### src/hw/albs_params.svh
// Purpose: Constants for the adapter link bring-up sequencer.
// Assumes: 250 MHz core clock, 4 ns period.
// Notes: Timeout figures are in microseconds and default to plain values.
`ifndef ALBS_PARAMS_SVH
`define ALBS_PARAMS_SVH
`define ALBS_CLK_MHZ 250
`define ALBS_CONFIRM_TIMEOUT_US 1000
`define ALBS_DISPOSAL_PERIOD_US 1000
`define ALBS_INIT_REPLY_TIMEOUT_US 1000
`define ALBS_GENERAL_REPLY_TIMEOUT_US 1000
`define ALBS_RES_NORMAL 2'h0
`define ALBS_RES_TYPE_MISMATCH 2'h1
`define ALBS_RES_OBJ_MISMATCH 2'h2
`define ALBS_RES_DISPOSAL 2'h3
`endif

### src/hw/albs_pkg.sv
// Purpose: Types shared by the adapter link bring-up sequencer.
// Assumes: Nothing beyond the params header.
// Notes: The state enum is Gray-coded along the usual path.
package albs_pkg;
	typedef enum logic [3:0] {
		ALBS_POWERUP = 4'h0,
		ALBS_CONF_WAIT = 4'h1,
		ALBS_STANDBY = 4'h3,
		ALBS_INIT_REPLY = 4'h2,
		ALBS_INIT_RUN = 4'h6,
		ALBS_DONE_WAIT = 4'h7,
		ALBS_READY = 4'h5,
		ALBS_UNRECOG = 4'h4,
		ALBS_DISPOSE = 4'hC
	} albs_state_e;
	typedef struct packed {
		logic send_confirm;
		logic send_init_reply;
		logic send_done_note;
		logic clear_obj;
		logic clear_if;
		logic start_init;
	} albs_cmd_s;
	typedef struct packed {
		albs_state_e state;
		logic [31:0] timer;
		logic retried;
		albs_cmd_s cmd;
		logic standby;
		logic unrecognized;
		logic ready;
	} albs_reg_s;
endpackage

### src/hw/albs_sequencer.sv
// Purpose: Adapter-side bring-up sequencer for confirmation and initialization.
// Assumes: Frame layer decodes replies into one-cycle pulses on core_clk.
// Notes: Frame errors never reach this block; the framer drops them.
// Summary of operation
// Equipment rejects all frames except confirmation frames while confirming.
// Equipment checks type and objects, replies within confirm reply timeout.
// Equipment reports mismatch as an error code in the result field.
// On type mismatch equipment waits reset delay, resets adapter, awaits request.
// Three type mismatches give disposal result, then discard, reset, unrecognized.
// Equipment ignores frame errors; no request in disposal period resets again.
// Three missing requests make equipment discard data, reset, go unrecognized.
// After power-on adapter sends confirmation request; object count zero if none.
// Normal or type mismatch gives standby; object mismatch discards objects first; the code pulses clear_obj in the same cycle that standby rises.
// Disposal result discards all data, unrecognized within the disposal period.
// Ignore frame errors; resend once on timeout, then discard and go unrecognized.
// Equipment sends initialization request after entering object construction.
// Equipment resends initialization once, then goes stand-alone.
// Equipment waits completion wait period, else stand-alone operation.
// Equipment acknowledges completion within the general reply timeout.
// Keep-data initialization request: reply in time, then start lower-layer startup; the code raises start_init in the same cycle as send_init_reply.
// Discard-data initialization request: clear objects before replying.
// When internal initialization ends, send completion notification.
// Resend completion once without acceptance, then wait for a new request.
// All timeout periods are configurable cycle counts.
`timescale 1ns/1ps
`include "albs_params.svh"
module albs_sequencer
	import albs_pkg::*;
#(
	parameter int unsigned CONFIRM_CYC = `ALBS_CONFIRM_TIMEOUT_US * `ALBS_CLK_MHZ,
	parameter int unsigned DISPOSAL_CYC = `ALBS_DISPOSAL_PERIOD_US * `ALBS_CLK_MHZ,
	parameter int unsigned GENERAL_CYC = `ALBS_GENERAL_REPLY_TIMEOUT_US * `ALBS_CLK_MHZ
)
(
	input wire logic core_clk,
	input wire logic sys_rst,
	input wire logic confirm_rsp,
	input wire logic [1:0] confirm_result,
	input wire logic init_req,
	input wire logic init_discard,
	input wire logic init_finished,
	input wire logic done_ack,
	output albs_cmd_s cmd,
	output logic standby,
	output logic unrecognized,
	output logic ready
);

	////////////////////////////////////////////////////////////////////////////
	albs_reg_s r;
	albs_reg_s next_r;

	// The timer only runs down; a zero count marks the period as spent.
	function automatic logic expired(input logic [31:0] t);
		expired = (t == 32'h0000_0000);
	endfunction

	always_comb
	begin
		next_r = r;
		next_r.cmd = '0;
		if (!expired(r.timer))
			next_r.timer = r.timer - 32'h0000_0001;
		case (r.state)
			ALBS_POWERUP:
			begin
				next_r.cmd.send_confirm = 1'b1;
				next_r.timer = CONFIRM_CYC;
				next_r.retried = 1'b0;
				next_r.state = ALBS_CONF_WAIT;
			end
			ALBS_CONF_WAIT:
			begin
				if (confirm_rsp)
				begin
					case (confirm_result)
						`ALBS_RES_OBJ_MISMATCH:
						begin
							next_r.cmd.clear_obj = 1'b1;
							next_r.state = ALBS_STANDBY;
						end
						`ALBS_RES_DISPOSAL:
						begin
							next_r.cmd.clear_obj = 1'b1;
							next_r.cmd.clear_if = 1'b1;
							next_r.state = ALBS_UNRECOG;
						end
						default:
							next_r.state = ALBS_STANDBY;
					endcase
				end
				else if (expired(r.timer))
				begin
					if (!r.retried)
					begin
						next_r.cmd.send_confirm = 1'b1;
						next_r.retried = 1'b1;
						next_r.timer = CONFIRM_CYC;
					end
					else
					begin
						next_r.cmd.clear_obj = 1'b1;
						next_r.cmd.clear_if = 1'b1;
						next_r.state = ALBS_UNRECOG;
					end
				end
			end
			ALBS_STANDBY, ALBS_READY:
			begin
				if (init_req)
				begin
					next_r.cmd.clear_obj = init_discard;
					next_r.state = ALBS_INIT_REPLY;
				end
			end
			ALBS_INIT_REPLY:
			begin
				next_r.cmd.send_init_reply = 1'b1;
				next_r.cmd.start_init = 1'b1;
				next_r.state = ALBS_INIT_RUN;
			end
			ALBS_INIT_RUN:
			begin
				if (init_finished)
				begin
					next_r.cmd.send_done_note = 1'b1;
					next_r.timer = GENERAL_CYC;
					next_r.retried = 1'b0;
					next_r.state = ALBS_DONE_WAIT;
				end
			end
			ALBS_DONE_WAIT:
			begin
				if (done_ack)
					next_r.state = ALBS_READY;
				else if (expired(r.timer))
				begin
					if (!r.retried)
					begin
						next_r.cmd.send_done_note = 1'b1;
						next_r.retried = 1'b1;
						next_r.timer = GENERAL_CYC;
					end
					else
						next_r.state = ALBS_STANDBY;
				end
			end
			ALBS_UNRECOG:
				next_r.state = ALBS_UNRECOG;
			default:
				next_r.state = ALBS_POWERUP;
		endcase
		next_r.standby = (next_r.state == ALBS_STANDBY);
		next_r.unrecognized = (next_r.state == ALBS_UNRECOG);
		next_r.ready = (next_r.state == ALBS_READY);
	end

	always_ff @(posedge core_clk)
	begin
		if (sys_rst)
			r <= '{state: ALBS_POWERUP, timer: 32'h0000_0000, retried: 1'b0,
				cmd: '0, standby: 1'b0, unrecognized: 1'b0, ready: 1'b0};
		else
			r <= next_r;
	end

	assign cmd = r.cmd;
	assign standby = r.standby;
	assign unrecognized = r.unrecognized;
	assign ready = r.ready;

	////////////////////////////////////////////////////////////////////////////
	// Checks sit beside the logic; none of them bounds the disposal period.
	property p_confirm_after_reset;
		@(posedge core_clk) $fell(sys_rst) |-> ##1 cmd.send_confirm;
	endproperty
	a_confirm_after_reset: assert property (p_confirm_after_reset)
		else $error("Confirmation request not sent after reset.");

	property p_obj_mismatch;
		@(posedge core_clk) disable iff (sys_rst)
		r.state == ALBS_CONF_WAIT && confirm_rsp && confirm_result == `ALBS_RES_OBJ_MISMATCH
		|=> cmd.clear_obj && standby;
	endproperty
	a_obj_mismatch: assert property (p_obj_mismatch)
		else $error("Object mismatch did not discard and enter standby.");

	property p_normal_standby;
		@(posedge core_clk) disable iff (sys_rst)
		r.state == ALBS_CONF_WAIT && confirm_rsp && confirm_result == `ALBS_RES_NORMAL
		|=> standby && !cmd.clear_obj;
	endproperty
	a_normal_standby: assert property (p_normal_standby)
		else $error("Normal result did not enter standby cleanly.");

	property p_disposal;
		@(posedge core_clk) disable iff (sys_rst)
		r.state == ALBS_CONF_WAIT && confirm_rsp && confirm_result == `ALBS_RES_DISPOSAL
		|=> unrecognized && cmd.clear_if && cmd.clear_obj;
	endproperty
	a_disposal: assert property (p_disposal)
		else $error("Disposal result did not discard and go unrecognized.");

	property p_confirm_retry;
		@(posedge core_clk) disable iff (sys_rst)
		r.state == ALBS_CONF_WAIT && !confirm_rsp && expired(r.timer) && !r.retried
		|=> cmd.send_confirm && r.state == ALBS_CONF_WAIT;
	endproperty
	a_confirm_retry: assert property (p_confirm_retry)
		else $error("Confirmation request not resent on timeout.");

	property p_confirm_giveup;
		@(posedge core_clk) disable iff (sys_rst)
		r.state == ALBS_CONF_WAIT && !confirm_rsp && expired(r.timer) && r.retried
		|=> unrecognized && cmd.clear_if;
	endproperty
	a_confirm_giveup: assert property (p_confirm_giveup)
		else $error("Second confirmation timeout did not go unrecognized.");

	property p_init_reply;
		@(posedge core_clk) disable iff (sys_rst)
		standby && init_req |=> cmd.clear_obj == $past(init_discard)
		##1 cmd.send_init_reply && cmd.start_init;
	endproperty
	a_init_reply: assert property (p_init_reply)
		else $error("Initialization request not answered in order.");

	property p_done_note;
		@(posedge core_clk) disable iff (sys_rst)
		r.state == ALBS_INIT_RUN && init_finished |=> cmd.send_done_note;
	endproperty
	a_done_note: assert property (p_done_note)
		else $error("Completion notification missing.");

	property p_done_giveup;
		@(posedge core_clk) disable iff (sys_rst)
		r.state == ALBS_DONE_WAIT && !done_ack && expired(r.timer) && r.retried
		|=> standby && !cmd.send_done_note;
	endproperty
	a_done_giveup: assert property (p_done_giveup)
		else $error("Unanswered resend did not return to waiting.");

	c_ready: cover property (@(posedge core_clk) disable iff (sys_rst) $rose(ready));
	c_unrec: cover property (@(posedge core_clk) disable iff (sys_rst) $rose(unrecognized));
	c_resend: cover property (@(posedge core_clk) disable iff (sys_rst)
		cmd.send_done_note && r.retried);
endmodule

### config.mk
export PLATFORM = sky130hd
export DESIGN_NAME = albs_sequencer
export DESIGN_NICKNAME = d
export VERILOG_FILES = /design/src/hw/albs_pkg.sv /design/src/hw/albs_sequencer.sv
export VERILOG_INCLUDE_DIRS = /design/src /design/src/hw
export SDC_FILE = /design/constraint.sdc
export NUM_CORES = 1
export LEC_CHECK = 0
export ABC_CLOCK_PERIOD_IN_PS = 2700
export BUFFER_PORTS_ARGS = -buffer_cell sky130_fd_sc_hd__buf_4
export CORE_UTILIZATION = 59
export DETAILED_ROUTE_END_ITERATION = 16
export GPL_TIMING_DRIVEN = 0
export PLACE_DENSITY_LB_ADDON = 0.25
export SYNTH_ARGS = -nofsm -noshare
export SYNTH_HDL_FRONTEND = slang
export SYNTH_SLANG_ARGS = --single-unit
### constraint.sdc
create_clock -name core_clk -period 2.7 [get_ports core_clk]
set_clock_uncertainty 0.2 [all_clocks]
set_input_delay 0.675 -clock core_clk [delete_from_list [all_inputs] [get_ports core_clk]]
set_output_delay 0.675 -clock core_clk [all_outputs]
set_load 0.1 [all_outputs]
==> flow_summary_export.csv <==
group,metric,value,unit
outcome,status,"complete, no violations",
logic_synthesis,syn_inst,290,
logic_synthesis,muxShareOfSynthArea,0.413,%
logic_synthesis,synth_top_family_by_area,"simple AND/OR/NAND/NOR gates",
logic_synthesis,ys_seq_elements,45,
floorplanning,dieArea,4370,sq um
timing,max_freq,0.406,GHz
timing,fin_crit,2.46,ns
floorplanning,rows,22,
logic_synthesis,synth-edff-count,0,
worst_setup_path,path_class,"flop to flop",
drt,antenna_left,0,
cts,ctsHtreeMaxLevel,2,
finish,final_common_cell,"dfxtp_1",
power_and_ir_drop,vdd_drop_max,0.000589,V
placed_design,port_buffers,16,
worst_setup_path,crit_buf_inv,1,
finish,final_nets,324,
logic_synthesis,synth-compound-area-share,11.4,%
hold_path,holdPathEnd,"r[29]$_SDFF_PP0_",
finish,mostFrequentLayoutCells,"45 x dfxtp_1, 44 x nor2_1, 29 x nand2_1",
logic_synthesis,synthArstFlopShare,0,%
cts,cts_tree,"done",
timing,period_share,91.1,%
worst_setup_path,crit_required,2.70,ns
floorplanning,core,3800,sq um
logic_synthesis,synth_fp_nets,301,
logic_synthesis,netlist_area,2420,sq um
worst_setup_path,cp_data_arrival_time,2.46,ns
worst_setup_path,end_kind,"flop",
worst_setup_path,cp_slowest_cell,"nor4_1",
timing,fin_tns_setup,0,ns
worst_setup_path,worstSetupStartpointType,"flop",
logic_synthesis,synthFlopType,"dfxtp_1",
cts,cts_hold_buf,0,
run,maxCapViolCount,0,
floorplanning,fp.dieH,66.1,microns
cts,clock_latency,0.30,ns
timing,hold_viol,0,
cts,clockBufferDepth,2,
timing,slew-limit-headroom,61.8,%
cts,postCtsSetupBuffers,0,
timing,setup-violations-final,0,
drt,drt_pre_antenna_iters,4,
finish,drive_gt1_share,15.6,%
grt,grt_pass1_wl,8200,microns
worst_setup_path,r2r_end,"r[23]$_SDFF_PP0_",
drt,routedWlPerCell,13.4,microns
hold_path,hp-class,"flop to flop",
timing,tightest_slew,0.569,ns
placed_design,dp_slack,0.259,ns
timing,slew_violations,0,
finish,multi_input_area,1400,sq um
hold_path,hold_depth,2,
logic_synthesis,synth_fa_ha_area_share,1.44,%
finish,fillerInstances,302,
finish,antenna_cells,0,
drt,vias,2050,
cts,clk_pin_slew,0.08,ns
logic_synthesis,ys_seq_area_share,37.2,%
grt,grt_max_degree,14,
floorplanning,initial_core_util,63.8,%
worst_setup_path,worstPathMaxFanout,10,
cts,ctsResizeCount,0,
timing,rsz0062_at_grt,"false",
finish,syn2layout_area_growth,11.6,%
placed_design,dp_hpwl,3580,microns
grt,grt_overflow,0,
power_and_ir_drop,power_density,623,nW/um^2
timing,fin_ws,0.239,ns
grt,antenna_found_initial,0,
worst_setup_path,critical-path-top-delay-family,"simple AND/OR/NAND/NOR gates",
drt,dr.first_iter.drc_count,169,
floorplanning,pin_count,18,
worst_setup_path,crit_chain,"nor4_1 > and2_1 > nand4_4 > o21ai_2 > a31o_2 > buf_4 > nor2_1",
grt,grt_pass1_vias,1825,
worst_setup_path,r2r_cells,7,
cts,cts.sinks,45,
drt,wl,4850,microns
worst_setup_path,critPathMaxStageDelay,0.49,ns
cts,cts_inserted_buffers,5,
hold_path,hp-start,"r[29]$_SDFF_PP0_",
logic_synthesis,synth_warnings,0,
placed_design,gp_congestion,0.890,
power_and_ir_drop,leakage,0.00104,uW
logic_synthesis,yosys.area_share.xor_xnor,10.5,%
finish,regArea,901,sq um
drt,drc_errors,0,
logic_synthesis,synthDistinctLibCells,54,
worst_setup_path,timing.rr.start,"r[22]$_SDFF_PP0_",
worst_setup_path,reg2reg_slack,0.24,ns
cts,root_buffer,"clkbuf_8",
logic_synthesis,synth-simple-area-share,34.0,%
drt,via_per_inst,5.66,
floorplanning,die_w,66.1,microns
logic_synthesis,synth_area_per_cell,8.36,sq um
grt,grt_usage,25.0,%
## how the worst max path moves through the flow
stage	endpoint	cells past startpoint	slack [ns]	startpoint
after detailed placement	r[31]$_SDFF_PP0_	7	0.26	r[22]$_SDFF_PP0_
after global routing	r[41]$_SDFF_PP0_	7	0.09	r[22]$_SDFF_PP0_
final	r[23]$_SDFF_PP0_	7	0.24	r[22]$_SDFF_PP0_
after CTS	r[23]$_SDFF_PP0_	7	0.23	r[22]$_SDFF_PP0_
after global placement	r[19]$_SDFF_PP0_	7	0.31	r[30]$_SDFF_PP0_
after floorplan	standby$_SDFF_PP0_	6	0.56	r[30]$_SDFF_PP0_
## state kept, by name (all words and copies together) (netlist names)
| name | count |
|---|---|
| cmd | 5 |
| r | 37 |
| ready | 1 |
| unrecognized | 1 |
| standby | 1 |
## report_power, final
| part | internal [uW] | switching [uW] |
|---|---|---|
| registers | 714 | 61.8 |
| clock network | 231 | 218 |
| logic | 184 | 276 |
| total | 1130 | 557 |
## per-layer routing
metal / GRT usage (%) / vias up / wire length (microns)
met5: 0 / - / 0
met2: 37.9 / 44 / 2120
met4: 10.4 / 0 / 83
met1: 34.6 / 942 / 2450
li1: - / 1056 / -
met3: 4.66 / 8 / 198
## layout make-up
type | instances | area share, %
clock inverter | 1 | 0.185
sequential | 45 | 33.3
inverter | 7 | 0.971
tap | 48 | 2.22
buffer | 16 | 3.47
multi-input combinational | 222 | 51.9
timing repair buffer | 16 | 4.44
clock buffer | 7 | 3.56
## stage by stage
stage                     cells  hold WS, ns  utilization, %  cell area, sq um  total power, uW
after detailed placement    354        0.261            68.6              2610             1240
after global placement      354        0.258            68.6              2610             1230
final                       362        0.276            71.2              2710             1690
after CTS                   362        0.272            71.2              2710             1690
after global routing        362        0.285            71.2              2710             1780
after floorplan             290        0.243               -              2420             1150
## worst reg2reg max path, delay by kind of cell (launching register included)
family | cells | cell delay (ns)
flip-flops | 1 | 0.35
AND/OR/NAND/NOR | 4 | 1.11
AO/OA/AOI/OAI | 2 | 0.48
buffers and inverters | 1 | 0.22
## cell families (layout without fill, tap and decap cells)
group | count (synthesis) | count (layout)
multiplexers | 1 | 1
XOR/XNOR | 29 | 29
AO/OA/AOI/OAI | 42 | 42
adder cells (fa/ha/maj) | 3 | 3
other | 1 | 1
flip-flops | 45 | 45
buffers and inverters | 23 | 47
AND/OR/NAND/NOR | 146 | 146
## cells in the mapped netlist, drive strengths merged, types with 6 or more instances
cell type / n / share of area, %
a21oi: 15 / 3.1
buf: 10 / 2.9
clkbuf: 6 / 0.93
dfxtp: 45 / 37
inv: 7 / 1.1
nand2: 29 / 4.5
nand3: 13 / 2.7
nor2: 44 / 6.8
nor2b: 6 / 1.7
nor3: 10 / 2.5
nor4: 14 / 6.1
o21ai: 7 / 1.6
xnor2: 14 / 5.1
xor2: 15 / 5.4
No activity file was read; power rests on OpenSTA's default activity.
